[src/rtccr_map.vh]
// register map, field positions, reset values and keys of the clock control block
`ifndef RTCCR_MAP_VH
`define RTCCR_MAP_VH

// ---------------------------------------------------------------
// register byte offsets
// ---------------------------------------------------------------
`define RTCCR_ADDR_W        4
`define RTCCR_OFF_CONTROL   4'h0
`define RTCCR_OFF_TIME      4'h4
`define RTCCR_OFF_UNLOCK    4'h8

// ---------------------------------------------------------------
// control register fields
// ---------------------------------------------------------------
`define RTCCR_CAL_HI        25
`define RTCCR_CAL_LO        16
`define RTCCR_CAL_W         10
`define RTCCR_ON_BIT        15
`define RTCCR_STOP_IN_IDLE_BIT      13
`define RTCCR_SEL_BIT       7
`define RTCCR_CLKON_BIT     6
`define RTCCR_WREN_BIT      3
`define RTCCR_SYNC_BIT      2
`define RTCCR_HALF_BIT      1
`define RTCCR_OE_BIT        0

// ---------------------------------------------------------------
// time register seconds field
// ---------------------------------------------------------------
`define RTCCR_SEC_HI        14
`define RTCCR_SEC_LO        8
`define RTCCR_SEC_W         7

// ---------------------------------------------------------------
// reset values and unlock keys
// ---------------------------------------------------------------
`define RTCCR_CAL_RST       10'h000
`define RTCCR_SEC_RST       7'h00
`define RTCCR_KEY1          32'haa99_6655
`define RTCCR_KEY2          32'h5566_99aa

`endif
[src/rtccr_ctrl.v]
// clock control and status register block with a classic wishbone slave
`timescale 1ns/100ps
`include "rtccr_map.vh"

module rtccr_ctrl (
  input  wire        clk_i,
  input  wire        rst_i,
  input  wire        sys_reset_i,
  input  wire        cyc_i,
  input  wire        stb_i,
  input  wire        we_i,
  input  wire [3:0]  adr_i,
  input  wire [3:0]  sel_i,
  input  wire [31:0] dat_i,
  output reg  [31:0] dat_o,
  output reg         ack_o,
  input  wire        cpu_idle_i,
  input  wire        minute_tick_i,
  input  wire        rtc_tick_i,
  input  wire        half_second_tick_i,
  input  wire        seconds_clk_i,
  input  wire        alarm_pulse_i,
  input  wire        clk_src_running_i,
  input  wire        time_busy_i,
  output reg         module_enable_o,
  output reg         bus_clk_enable_o,
  output reg         cal_add_pulse_o,
  output reg         cal_remove_pulse_o,
  output reg         seconds_write_o,
  output reg  [6:0]  seconds_value_o,
  output reg         rtc_pin_o,
  output reg         rtc_pin_oe_o
);

  // ---------------------------------------------------------------
  // state
  // ---------------------------------------------------------------
  reg  [9:0]  cal_r;
  reg         on_r;
  reg         stop_in_idle_r;
  reg         pin_source_select_r;
  reg         write_unlock_r;
  reg         pin_output_enable_r;
  reg         half_second_status_r;
  reg  [6:0]  seconds_r;
  reg  [1:0]  unlock_state_r;
  reg  [9:0]  cal_count_r;
  reg         cal_neg_r;
  reg  [3:0]  meta_r;
  reg  [3:0]  sync_r;

  localparam [1:0] UNL_IDLE  = 2'b00;
  localparam [1:0] UNL_KEY1  = 2'b01;
  localparam [1:0] UNL_ARMED = 2'b10;

  wire        wr_req;
  wire        rd_req;
  wire        hit_ctrl;
  wire        hit_time;
  wire        hit_unlock;
  wire [31:0] ctrl_rd;
  wire [31:0] wmask;
  wire [31:0] ctrl_wr;
  wire        sec_wr;
  wire        seconds_clk_s;
  wire        alarm_s;
  wire        clk_running_s;
  wire        time_busy_s;
  wire        clock_running_status;
  wire        sync_status;
  wire        pin_source;

  // ---------------------------------------------------------------
  // helpers
  // ---------------------------------------------------------------
  function [31:0] lane_mask;
    input [3:0] sel;
    begin
      lane_mask = {{8{sel[3]}}, {8{sel[2]}}, {8{sel[1]}}, {8{sel[0]}}};
    end
  endfunction

  function adr_hit;
    input [3:0] adr;
    input [3:0] off;
    begin
      adr_hit = (adr == off);
    end
  endfunction

  function [9:0] cal_magnitude;
    input [9:0] cal;
    begin
      if (cal[9]) begin
        cal_magnitude = (~cal) + 10'h001;
      end else begin
        cal_magnitude = cal;
      end
    end
  endfunction

  // ---------------------------------------------------------------
  // wishbone decode
  // ---------------------------------------------------------------
  // one wait state: ack follows the request by one edge and drops after
  // a request held past its ack is taken again, so masters release it
  assign wr_req     = cyc_i & stb_i & we_i & ~ack_o;
  assign rd_req     = cyc_i & stb_i & ~we_i & ~ack_o;
  // unmapped writes miss every decode; they change nothing but drop a half-entered key or a pending arm
  assign hit_ctrl   = adr_hit(adr_i, `RTCCR_OFF_CONTROL);
  assign hit_time   = adr_hit(adr_i, `RTCCR_OFF_TIME);
  assign hit_unlock = adr_hit(adr_i, `RTCCR_OFF_UNLOCK);
  assign wmask      = lane_mask(sel_i);
  assign ctrl_wr    = (dat_i & wmask) | (ctrl_rd & ~wmask);
  assign sec_wr     = wr_req & hit_time & sel_i[1];

  // ---------------------------------------------------------------
  // input synchronisers
  // ---------------------------------------------------------------
  // the pins and the running and busy flags pass two flops; cpu_idle_i and the ticks are used directly
  always @(posedge clk_i) begin
    if (rst_i) begin
      meta_r <= 4'h0;
      sync_r <= 4'h0;
    end else begin
      meta_r <= {time_busy_i, clk_src_running_i, alarm_pulse_i, seconds_clk_i};
      sync_r <= meta_r;
    end
  end

  assign seconds_clk_s = sync_r[0];
  assign alarm_s       = sync_r[1];
  assign clk_running_s = sync_r[2];
  assign time_busy_s   = sync_r[3];

  // ---------------------------------------------------------------
  // status bits
  // ---------------------------------------------------------------
  // running status
  assign clock_running_status = clk_running_s & on_r;
  // sync status
  // pending corrections count as changing, so a read then may be torn
  assign sync_status          = time_busy_s | (cal_count_r != 10'h000);

  // ---------------------------------------------------------------
  // read data
  // ---------------------------------------------------------------
  // reserved zero
  assign ctrl_rd = {6'h00, cal_r, on_r, 1'b0, stop_in_idle_r, 5'h00,
                    pin_source_select_r, clock_running_status, 2'b00,
                    write_unlock_r, sync_status,
                    half_second_status_r, pin_output_enable_r};

  always @(posedge clk_i) begin
    if (rst_i) begin
      ack_o <= 1'b0;
      dat_o <= 32'h0000_0000;
    end else begin
      ack_o <= cyc_i & stb_i & ~ack_o;
      if (rd_req & hit_ctrl) begin
        dat_o <= ctrl_rd;
      end else if (rd_req & hit_time) begin
        dat_o <= {17'h00000, seconds_r, 8'h00};
      end else begin
        // unmapped addresses and the key register read zero
        dat_o <= 32'h0000_0000;
      end
    end
  end

  // ---------------------------------------------------------------
  // unlock sequence
  // ---------------------------------------------------------------
  // key sequence
  // sys_reset_i drops a half-entered key but never the control register
  always @(posedge clk_i) begin
    if (rst_i | sys_reset_i) begin
      unlock_state_r <= UNL_IDLE;
    end else if (wr_req) begin
      case (unlock_state_r)
        UNL_IDLE: begin
          if (hit_unlock & (dat_i == `RTCCR_KEY1)) begin
            unlock_state_r <= UNL_KEY1;
          end
        end
        UNL_KEY1: begin
          if (hit_unlock & (dat_i == `RTCCR_KEY2)) begin
            unlock_state_r <= UNL_ARMED;
          end else begin
            unlock_state_r <= UNL_IDLE;
          end
        end
        UNL_ARMED: begin
          // the arm lasts for exactly one further write
          unlock_state_r <= UNL_IDLE;
        end
        default: begin
          unlock_state_r <= UNL_IDLE;
        end
      endcase
    end
  end

  // ---------------------------------------------------------------
  // control register
  // ---------------------------------------------------------------
  // power-on only; sys_reset_i deliberately not used here
  // byte lanes merge, so a partial write keeps the other fields
  always @(posedge clk_i) begin
    if (rst_i) begin
      cal_r               <= `RTCCR_CAL_RST;
      on_r                <= 1'b0;
      stop_in_idle_r      <= 1'b0;
      pin_source_select_r <= 1'b0;
      write_unlock_r      <= 1'b0;
      pin_output_enable_r <= 1'b0;
    end else if (wr_req & hit_ctrl) begin
      cal_r               <= ctrl_wr[`RTCCR_CAL_HI:`RTCCR_CAL_LO];
      stop_in_idle_r      <= ctrl_wr[`RTCCR_STOP_IN_IDLE_BIT];
      pin_source_select_r <= ctrl_wr[`RTCCR_SEL_BIT];
      pin_output_enable_r <= ctrl_wr[`RTCCR_OE_BIT];
      if (write_unlock_r) begin
        on_r <= ctrl_wr[`RTCCR_ON_BIT];
      end
      if (!ctrl_wr[`RTCCR_WREN_BIT]) begin
        write_unlock_r <= 1'b0;
      end else if (unlock_state_r == UNL_ARMED) begin
        write_unlock_r <= 1'b1;
      end
    end
  end

  // ---------------------------------------------------------------
  // time register seconds field
  // ---------------------------------------------------------------
  // only the seconds field is kept; the counters take it from seconds_value_o
  always @(posedge clk_i) begin
    if (rst_i) begin
      seconds_r       <= `RTCCR_SEC_RST;
      seconds_write_o <= 1'b0;
      seconds_value_o <= `RTCCR_SEC_RST;
    end else begin
      seconds_write_o <= sec_wr;
      if (sec_wr) begin
        seconds_r       <= dat_i[`RTCCR_SEC_HI:`RTCCR_SEC_LO];
        seconds_value_o <= dat_i[`RTCCR_SEC_HI:`RTCCR_SEC_LO];
      end
    end
  end

  // ---------------------------------------------------------------
  // half-second status
  // ---------------------------------------------------------------
  // the tick toggles the bit; a rising tick beats a same-cycle clear
  always @(posedge clk_i) begin
    if (rst_i) begin
      half_second_status_r <= 1'b0;
    end else if (half_second_tick_i & on_r & ~half_second_status_r) begin
      half_second_status_r <= 1'b1;
    end else if (sec_wr) begin
      half_second_status_r <= 1'b0;
    end else if (half_second_tick_i & on_r) begin
      half_second_status_r <= 1'b0;
    end
  end

  // ---------------------------------------------------------------
  // drift calibration
  // ---------------------------------------------------------------
  // each minute loads the magnitude; one correction per counter tick
  // a minute tick with corrections still pending restarts the count
  always @(posedge clk_i) begin
    if (rst_i) begin
      cal_count_r        <= 10'h000;
      cal_neg_r          <= 1'b0;
      cal_add_pulse_o    <= 1'b0;
      cal_remove_pulse_o <= 1'b0;
    end else begin
      cal_add_pulse_o    <= 1'b0;
      cal_remove_pulse_o <= 1'b0;
      if (!on_r) begin
        cal_count_r <= 10'h000;
      end else if (minute_tick_i) begin
        cal_count_r <= cal_magnitude(cal_r);
        cal_neg_r   <= cal_r[9];
      end else if (rtc_tick_i & (cal_count_r != 10'h000)) begin
        cal_add_pulse_o    <= ~cal_neg_r;
        cal_remove_pulse_o <= cal_neg_r;
        cal_count_r        <= cal_count_r - 10'h001;
      end
    end
  end

  // ---------------------------------------------------------------
  // enable, idle gating and output pin
  // ---------------------------------------------------------------
  // source select
  assign pin_source = pin_source_select_r ? seconds_clk_s : alarm_s;

  always @(posedge clk_i) begin
    if (rst_i) begin
      module_enable_o  <= 1'b0;
      bus_clk_enable_o <= 1'b1;
      rtc_pin_o        <= 1'b0;
      rtc_pin_oe_o     <= 1'b0;
    end else begin
      module_enable_o  <= on_r;
      // idle gating
      // registered so the gate to the module never glitches mid-cycle
      bus_clk_enable_o <= ~(stop_in_idle_r & cpu_idle_i);
      rtc_pin_oe_o     <= on_r & pin_output_enable_r;
      rtc_pin_o        <= on_r & pin_output_enable_r & pin_source;
    end
  end

endmodule

[config.mk]
export PLATFORM = sky130hd
export DESIGN_NAME = rtccr_ctrl
export DESIGN_NICKNAME = d
export VERILOG_FILES = /design/src/rtccr_ctrl.v
export VERILOG_INCLUDE_DIRS = /design/src
export SDC_FILE = /design/constraint.sdc
export NUM_CORES = 1
export LEC_CHECK = 0
export BUFFER_PORTS_ARGS = -buffer_cell sky130_fd_sc_hd__buf_2
export CORE_ASPECT_RATIO = 1.25
export CORE_UTILIZATION = 50
export DETAILED_ROUTE_END_ITERATION = 8
export PLACE_DENSITY = 0.79
export RECOVER_POWER = 100
export REMOVE_ABC_BUFFERS = 1
export SETUP_SLACK_MARGIN = 0.4
export SKIP_LAST_GASP = 1
export SLEW_MARGIN = 10
export SYNTH_ARGS = -nofsm -noshare
export SYNTH_HDL_FRONTEND = slang
export SYNTH_SLANG_ARGS = --single-unit
[constraint.sdc]
create_clock -name clk_i -period 2.54 [get_ports clk_i]
set_input_delay 0.254 -clock clk_i [delete_from_list [all_inputs] [get_ports clk_i]]
set_output_delay 0.254 -clock clk_i [all_outputs]
set_load 0.02 [all_outputs]
==> results of run 1 <==
final cells by class:
| class | instances | area, sq um | share of cell area [%] |
|---|---|---|---|
| Multi-Input combinational cell | 228 | 1534 | 39.56 |
| Sequential cell | 76 | 1521 | 39.24 |
| Timing Repair Buffer | 97 | 436.7 | 11.26 |
| Clock buffer | 10 | 137.6 | 3.550 |
| Tap cell | 85 | 106.4 | 2.743 |
| Clock inverter | 5 | 100.1 | 2.581 |
| Inverter | 11 | 41.29 | 1.065 |
critical path: cells and delay by family:
| family | cells | cell delay (ps) |
|---|---|---|
| buf+inv | 2 | 910 |
| simple gates | 3 | 1090 |
synth_stat cells, types with 4 or more instances:
library cell | number | area (sq um)
dfxtp_1 | 76 | 1521
nor2_1 | 32 | 120.1
mux2i_1 | 24 | 240.2
and2_1 | 20 | 125.1
nor3_1 | 13 | 65.06
nand2_1 | 12 | 45.04
clkbuf_1 | 11 | 41.29
inv_1 | 11 | 41.29
nor2b_1 | 11 | 68.82
a211oi_1 | 8 | 60.06
buf_4 | 8 | 60.06
nand4_1 | 8 | 50.05
nor4bb_1 | 8 | 80.08
or4_1 | 6 | 45.04
nand3_1 | 5 | 25.02
nor4_1 | 5 | 31.28
xor2_1 | 5 | 43.79
a21oi_1 | 4 | 20.02
nor4b_1 | 4 | 35.03
o21ai_0 | 4 | 20.02
o31a_1 | 4 | 35.03
o31ai_1 | 4 | 30.03
layer usage:
layer  up-vias  GRT usage (%)
li1       1356              -
met1      1252          26.88
met2        85          40.51
met3        10          5.216
met4         0          8.814
met5         -              0
placed cells by master (no fill, tap or decap), types with 5 or more instances in the layout:
cell       n
a211oi_1   8
and2_0     9
and2_1    11
buf_2     52
clkbuf_1  43
clkbuf_8  10
conb_1     8
dfxtp_1   76
inv_1     11
mux2i_1   24
nand2_1   12
nand3_1    5
nand4_1    8
nor2_1    32
nor2b_1   11
nor3_1    14
nor4_1     5
nor4bb_1   8
or4_1      6
xor2_1     5
through the flow:
stage          util (%)  instance area, sq um  total power [mW]  hold slack (ps)
4_1_cts           63.96                  3944             2.430            91.35
3_3_place_gp      60.11                  3706             1.351            408.1
2_1_floorplan         -                  3102             1.276            323.1
5_1_grt           62.89                  3877             2.489            95.11
3_5_place_dp      60.11                  3706             1.353            411.1
6_report          62.89                  3877             2.417            96.90
cell families (layout without fill, tap and decap cells):
logic type      count (synthesis)  count (layout)  share of synthesized area [%]
buf+inv                        31             123                          4.827
other cells                     1               8                         0.1176
simple gates                  148             148                          27.75
xor+xnor                        8               8                          2.198
flops                          76              76                          47.72
compound gates                 38              38                          9.066
mux                            24              24                          7.535
fa+ha+maj                       2               2                         0.7848
path summary, 6_finish.rpt:
path	to	slack, ps	from	cells past startpoint
hold reg to reg	bus_clk_enable_o	430	flip-flop	1
hold / removal	bus_clk_enable_o	100	cpu_idle_i	2
setup / recovery	dat_o[6]	560	rst_i	5
setup reg to reg	dat_o[6]	570	ack_o	5
power breakdown:
group	switching (mW)	total, mW	internal [mW]
combinational	0.0734	0.125	0.0518
clock	0.421	1.09	0.670
sequential	0.00270	1.20	1.20
==> results.py, run 1 <==
metrics = {
    "timing": {
        "fin_crit_sh_pct": 78.08,
        "setup_viol": 0,
        "worst_pin_slew_ps": 1090,
        "report.final.slew_viol_count": 0,
        "worst_slack_ps": 556.7,
        "rsz0062_at_grt": "no",
        "clock.fmax_mhz": 504.2,
        "period_minus_slack_ps": 1983,
        "clock_skew_ps": 6.984,
        "setup_tns_ps": 0,
        "hold_viol": 0,
        "max_slew_margin_pct": 27.36,
    },
    "place": {
        "gp_congestion": 0.8654,
        "portBuffers": 92,
        "pre_cts_ws_ps": 336.8,
        "numPlacedInstances": 497,
        "dp_hpwl_microns": 5300,
    },
    "pwr": {
        "power.leakage_nw": 1.618,
        "p_per_area_nw_per_um2": 623.4,
        "peakVddDrop_mv": 0.4476,
    },
    "clock_tree": {
        "cts_tree": "yes",
        "htree_levels": 3,
        "root_buffer": "clkbuf_8",
        "clock_sinks": 76,
        "clkTransAtPathRegs_ps": 70,
        "cts_resized": 0,
        "clockBufferDepth": 2,
        "clkLatencyLatePin_ps": 340,
        "cts_setup_buffers": 0,
        "numCtsBuffers": 9,
        "postCtsHoldBufs": 0,
    },
    "floorplan": {
        "num_rows": 32,
        "io_pins": 101,
        "die_h_microns": 91.28,
        "initial_core_util_pct": 51.70,
        "core_sq_um": 6166,
        "fp.dieW_microns": 73.42,
        "die_area_sq_um": 6701,
    },
    "logic_synthesis": {
        "synth_edf_count": 0,
        "synthArstFlopShare_pct": 0,
        "synth_area_sq_um": 3188,
        "ys.flop_type": "dfxtp_1",
        "ys_ff_latch": 76,
        "synthCells": 328,
        "avgSynthCellArea_sq_um": 9.720,
        "yosysUniqueCellTypes": 50,
        "yosysWarnings": 0,
        "yosysSeqAreaShare_pct": 47.72,
    },
    "critical_path": {
        "crit_required_ps": 2830,
        "path_cells": "clkbuf_1 > or4_1 > nor2_1 > clkbuf_1 > and3_1",
        "cp_common_cell": "clkbuf_1",
        "start_kind": "primary input",
        "critPathMaxFanout": 25,
        "crit_slowest_cell": "or4_1",
        "crit_type": "primary input to flip-flop",
        "critPathArrivalTime_ps": 2270,
        "cp-end-kind": "flip-flop",
        "cpPeakStageDelay_ps": 740,
    },
    "drt": {
        "firstDrtPassIters": 4,
        "topRoutingLayerUsed": "met4",
        "drc_errors": 0,
        "wl_met1_microns": 3017,
        "vias_per_cell": 5.279,
        "vias": 2703,
        "routedWlPerCell_microns": 14.05,
        "drt-total-wl_microns": 7192,
        "routed-wl-met3_microns": 396,
        "drtAntennaViolNets": 0,
        "drt_iter0_drc": 144,
        "dr_wl_met2_microns": 3672,
    },
    "run_status": {
        "outcome": "complete, no violations",
    },
    "global_route": {
        "grt_max_degree": 26,
        "overflow": 0,
        "antenna_found_initial": 0,
        "grt_pass1_vias": 2595,
        "grt_use_total_pct": 23.15,
        "grt_pass1_wl_microns": 11960,
    },
    "finish": {
        "area_growth_pct": 21.62,
        "nets": 479,
        "drive_above_1_share_pct": 17.10,
        "antenna_cells": 0,
        "fin_cells": 512,
        "fillers": 586,
    },
    "job": {
        "cap_violations": 0,
    },
    "hold_path": {
        "hold_path_class": "primary input to flip-flop",
    },
}
Power figures use the tool's default switching activity.
==> run 2: changes to the inputs <==
clock period = 2 ns   (was 2.54 ns; I/O delays follow)
==> run 2 against run 1 <==
Against the previous run:
- routed wire length rose by 7.2%
- global-route usage rose by 0.87 points
- flip-flop and latch count did not move
- critical endpoint is now cal_count_r[9]
- largest power group unchanged
- sequential share of layout area fell by 1.3 points
- critical path depth fell by 1
==> results.py, run 2 (synthesis gave the netlist of run 1 again) <==
metrics = {
    "critical_path": {
        "start_kind": "flip-flop",
        "critPathMaxFanout": 5,
        "ff2ff_path_depth": 4,
        "crit_type": "flip-flop to flip-flop",
        "crit_required_ps": 2240,
        "cp-end-kind": "flip-flop",
        "critPathArrivalTime_ps": 1980,
    },
    "place": {
        "dp_hpwl_microns": 5620,
        "portBuffers": 92,
        "gp_congestion": 0.8230,
        "numPlacedInstances": 506,
    },
    "pwr": {
        "p_comb_share_pct": 6.1,
        "clkPwrFrac_pct": 39.6,
        "seqPwrFrac_pct": 54.2,
        "p_int_mw": 2.163,
        "switching_share_pct": 22.99,
        "peakVddDrop_mv": 0.4757,
        "power.leakage_nw": 1.663,
        "p_sw_uw": 645.7,
        "p_per_area_nw_per_um2": 694.6,
    },
    "finish": {
        "fin_util_pct": 65.58,
        "area_growth_pct": 26.84,
        "final_cell_mix": "dfxtp_1 (69), buf_2 (52), clkbuf_1 (47), nor2_1 (30), mux2i_1 (24)",
        "layout_commonest_cell": "dfxtp_1",
        "fin_cells": 525,
        "regArea_sq_um": 1533,
        "multiInputGateArea_sq_um": 1654,
        "fillers": 565,
        "nets": 492,
        "drive_above_1_share_pct": 23.64,
        "antenna_cells": 0,
    },
    "drt": {
        "drt_iter0_drc": 115,
        "vias_per_cell": 5.358,
        "vias": 2813,
        "drtAntennaViolNets": 0,
        "routedWlPerCell_microns": 14.68,
        "drc_errors": 0,
        "firstDrtPassIters": 4,
        "drt-total-wl_microns": 7709,
    },
    "timing": {
        "setup_viol": 0,
        "setup_tns_ps": 0,
        "hold_ws_ps": 47.88,
        "period_minus_slack_ps": 1737,
        "clock.fmax_mhz": 575.7,
        "worst_pin_slew_ps": 784.2,
        "hold_viol": 0,
        "fin_crit_sh_pct": 86.86,
        "report.final.slew_viol_count": 0,
        "clock_skew_ps": 9.285,
        "max_slew_margin_pct": 47.72,
        "rsz0062_at_grt": "yes",
    },
    "hold_path": {
        "hold_path_class": "primary input to flip-flop",
        "worstHoldPathCells": 2,
    },
    "floorplan": {
        "initial_core_util_pct": 51.70,
        "die_area_sq_um": 6701,
        "fp.dieW_microns": 73.42,
        "num_rows": 32,
        "io_pins": 101,
        "die_h_microns": 91.28,
        "core_sq_um": 6166,
    },
    "global_route": {
        "grt_pass1_wl_microns": 12230,
        "antenna_found_initial": 0,
        "overflow": 0,
        "grt_max_degree": 23,
        "grt_pass1_vias": 2738,
        "grt_use_total_pct": 24.01,
    },
    "clock_tree": {
        "clock_sinks": 76,
        "clockBufferDepth": 2,
        "root_buffer": "clkbuf_8",
        "clkTransAtPathRegs_ps": 80,
        "htree_levels": 3,
        "cts_tree": "yes",
        "numCtsBuffers": 9,
        "clkLatencyLatePin_ps": 350,
        "postCtsHoldBufs": 0,
    },
    "run_status": {
        "outcome": "complete, no violations",
    },
    "job": {
        "cap_violations": 0,
    },
}
-- run 2: cell types whose count changed in the layout (fill, tap and decap cells not counted), sizes merged --
| cell | before | now |
|---|---|---|
| bufinv | 3 | 1 |
| clkinvlp | 0 | 1 |
| buf | 54 | 65 |
| clkbuf | 53 | 56 |
-- run 2: path summary, 6_finish.rpt --
path / startpoint / slack, ps / end
min: cpu_idle_i / 50 / bus_clk_enable_o
max: cal_count_r[0] / 260 / cal_count_r[9]
max reg2reg: cal_count_r[0] / 260 / cal_count_r[9]
min reg2reg: meta_r[3] / 440 / sync_r[3]
-- run 2: power by group through the flow --
stage	sequential [mW]	combinational (mW)	clock, mW
detailed placement	1.56	0.168	0
global route	1.52	0.188	1.19
floorplan	1.56	0.0600	0
CTS	1.52	0.173	1.12
global placement	1.56	0.163	0
finish	1.52	0.172	1.11
-- run 2: per-layer routing --
layer  up-vias  wire length, microns  track usage (%)
li1       1388                     -                -
met1      1313                  3148            25.81
met2        92                  3988            41.82
met3        20                   327            5.993
met4         0                   244            13.46
met5         -                     0                0
-- run 2: worst max-delay path, cell delays in order, from the launching register on --
cell and delay, ps:
dfxtp_1 350, or3b_1 470, or4_4 450, a311oi_1 300
nor3_1 70
-- run 2: final cells by class --
type,count,share of cell area (%)
inverters,11,1.021
clock buffers,11,3.249
multi-input cells,228,40.90
flip-flops and latches,76,37.90
well taps,85,2.630
clock inverters,4,1.269
repair buffers,110,13.03
-- run 2: repair_timing --
action	in CTS	in global routing
setup buffers	0	4
cloned	0	0
gates resized for setup	18	23
setup endpoints to repair	11	33
pin swaps	11	10
-- run 2: per-stage QoR --
stage	worst slack [ps]	cell area [sq um]	total power, mW
floorplan	79.24	3102	1.620
global placement	-116.5	3774	1.722
detailed placement	-134.4	3774	1.727
CTS	287.3	4036	2.819
global route	160.7	4044	2.901
finish	262.8	4044	2.809
==> run 3: changes to the inputs <==
ABC_CLOCK_PERIOD_IN_PS = 2000   (was unset)
BUFFER_PORTS_ARGS = -buffer_cell sky130_fd_sc_hd__buf_4   (was -buffer_cell sky130_fd_sc_hd__buf_2)
PLACE_DENSITY = 0.78   (was 0.79)
==> run 3 against run 2 <==
Against the previous run:
- maximum frequency fell by 1.3%
- final area grew 5.4%
- sequential share of layout area down 1.9 points
- first-iteration DRC count up 16%
- register-to-register slack lost 20 ps
- clock-buffer cell count did not move
- sequential power about the same
- combinational power up 19%
- critical path type unchanged
- highest routed layer unchanged
==> results.py, run 3 (synthesis gave the netlist of run 1 again) <==
metrics = {
    "run_status": {
        "outcome": "complete, no violations",
    },
    "place": {
        "gp_congestion": 0.8439,
        "portBuffers": 92,
        "pre_cts_ws_ps": -158.7,
        "dp_hpwl_microns": 5592,
    },
    "critical_path": {
        "reg2reg_to": "cal_count_r[7]",
        "cp_top_family": "compound AO/OA/AOI/OAI gates",
        "start_kind": "flip-flop",
        "critPathArrivalTime_ps": 1990,
        "worst-path-buf-inv": 1,
        "cpPeakStageDelay_ps": 510,
        "critPathMaxFanout": 5,
        "ff2ff_path_depth": 5,
        "crit_type": "flip-flop to flip-flop",
        "r2r-start": "cal_count_r[0]",
        "crit_required_ps": 2230,
        "crit_slowest_cell": "or3b_1",
        "reg2reg_slack_ps": 240,
        "path_cells": "or3b_1 > buf_4 > o31a_1 > a211oi_1 > a211oi_2",
        "cp-end-kind": "flip-flop",
    },
    "pwr": {
        "clkPwrFrac_pct": 40.8,
        "p_sw_uw": 679.2,
        "power.leakage_nw": 1.743,
        "seqPwrFrac_pct": 52.2,
        "p_int_mw": 2.236,
        "switching_share_pct": 23.30,
        "peakVddDrop_mv": 0.4415,
        "p_comb_share_pct": 7.0,
        "p_per_area_nw_per_um2": 684.0,
    },
    "floorplan": {
        "core_sq_um": 6166,
        "die_h_microns": 91.28,
        "io_pins": 101,
        "num_rows": 32,
        "fp.dieW_microns": 73.42,
        "initial_core_util_pct": 51.70,
        "die_area_sq_um": 6701,
    },
    "hold_path": {
        "holdPathEnd": "bus_clk_enable_o",
        "hold_path_class": "primary input to flip-flop",
        "worstHoldPathCells": 2,
        "holdCritStartpoint": "cpu_idle_i",
    },
    "clock_tree": {
        "clkLatencyLatePin_ps": 340,
        "htree_levels": 3,
        "clockBufferDepth": 2,
        "numCtsBuffers": 9,
        "clock_sinks": 76,
        "postCtsHoldBufs": 0,
        "cts_tree": "yes",
        "clkTransAtPathRegs_ps": 80,
        "root_buffer": "clkbuf_8",
    },
    "global_route": {
        "grt_max_degree": 23,
        "antenna_found_initial": 0,
        "grt_pass1_wl_microns": 12770,
        "grt_use_total_pct": 25.09,
        "overflow": 0,
        "grt_pass1_vias": 2858,
    },
    "finish": {
        "drive_above_1_share_pct": 25.68,
        "area_growth_pct": 33.67,
        "fin_util_pct": 69.12,
        "layout_commonest_cell": "dfxtp_1",
        "antenna_cells": 0,
        "nets": 495,
        "final_cell_mix": "dfxtp_1 (70), buf_4 (68), clkbuf_1 (44), nor2_1 (31), mux2i_1 (24)",
    },
    "drt": {
        "vias": 2865,
        "firstDrtPassIters": 4,
        "drt_iter0_drc": 133,
        "vias_per_cell": 5.416,
        "drc_errors": 0,
        "drtAntennaViolNets": 0,
        "routedWlPerCell_microns": 15.20,
        "drt-total-wl_microns": 8041,
    },
    "timing": {
        "max_slew_margin_pct": 59.40,
        "hold_viol": 0,
        "clock_skew_ps": 6.893,
        "worst_slack_ps": 239.6,
        "rsz0062_at_grt": "yes",
        "worst_pin_slew_ps": 609.0,
        "clock.fmax_mhz": 568.0,
        "report.final.slew_viol_count": 0,
        "fin_crit_sh_pct": 88.02,
        "hold_ws_ps": 42.76,
        "period_minus_slack_ps": 1760,
        "setup_viol": 0,
    },
    "job": {
        "cap_violations": 0,
    },
}
[run 3: changes by cell type in the layout (fill, tap and decap cells not counted), moves of 2 or more]
cell / change
nor3_1: -2
dfxtp_2: -2
and2_0: -2
and2_1: +2
inv_1: -2
buf_2: -52
clkbuf_1: -3
nor3_2: +2
buf_4: +55
[run 3: power by group through the flow]
| stage | logic (mW) | registers, mW | clock network [mW] |
|---|---|---|---|
| finish | 0.205 | 1.52 | 1.19 |
| global route | 0.219 | 1.52 | 1.28 |
| CTS | 0.201 | 1.52 | 1.21 |
| detailed placement | 0.195 | 1.56 | 0 |
| global placement | 0.191 | 1.56 | 0 |
| floorplan | 0.0600 | 1.56 | 0 |
[run 3: cell type report]
class                   instances  area (sq um)
flip-flops and latches         76          1534
multi-input cells             228          1687
clock inverters                 5         58.81
repair buffers                113         690.7
fillers                       533          1904
inverters                      11         43.79
clock buffers                  11         141.4
well taps                      85         106.4
[run 3: per-layer routing]
layer / routed length, microns / track usage [%]
met3: 465 / 5.327
met2: 4161 / 43.90
met5: 0 / 0
met4: 206 / 15.54
met1: 3208 / 26.69
[run 3: metrics by stage]
| step | TNS, ps | total power, mW | instance area (sq um) | cells |
|---|---|---|---|---|
| floorplan | 0 | 1.620 | 3102 | 315 |
| global placement | -121.9 | 1.751 | 3996 | 505 |
| detailed placement | -158.7 | 1.755 | 3996 | 505 |
| CTS | 0 | 2.936 | 4297 | 523 |
| global route | 0 | 3.024 | 4262 | 529 |
| finish | 0 | 2.915 | 4262 | 529 |
[run 3: worst max-delay path by stage]
stage,from,end,slack [ps],cells after the start
after global placement,adr_i[1],unlock_state_r[1],-120,5
final,cal_count_r[0],cal_count_r[7],240,5
after detailed placement,adr_i[1],unlock_state_r[1],-160,5
after global routing,ack_o,flip-flop,170,5
after floorplan,adr_i[1],unlock_state_r[1],80,4
after CTS,flip-flop,cal_count_r[7],360,4
[run 3: what timing repair did]
item	CTS	global route
setup buffers	2	6
pin swaps	8	12
setup endpoints to repair	9	29
resized for setup	21	30
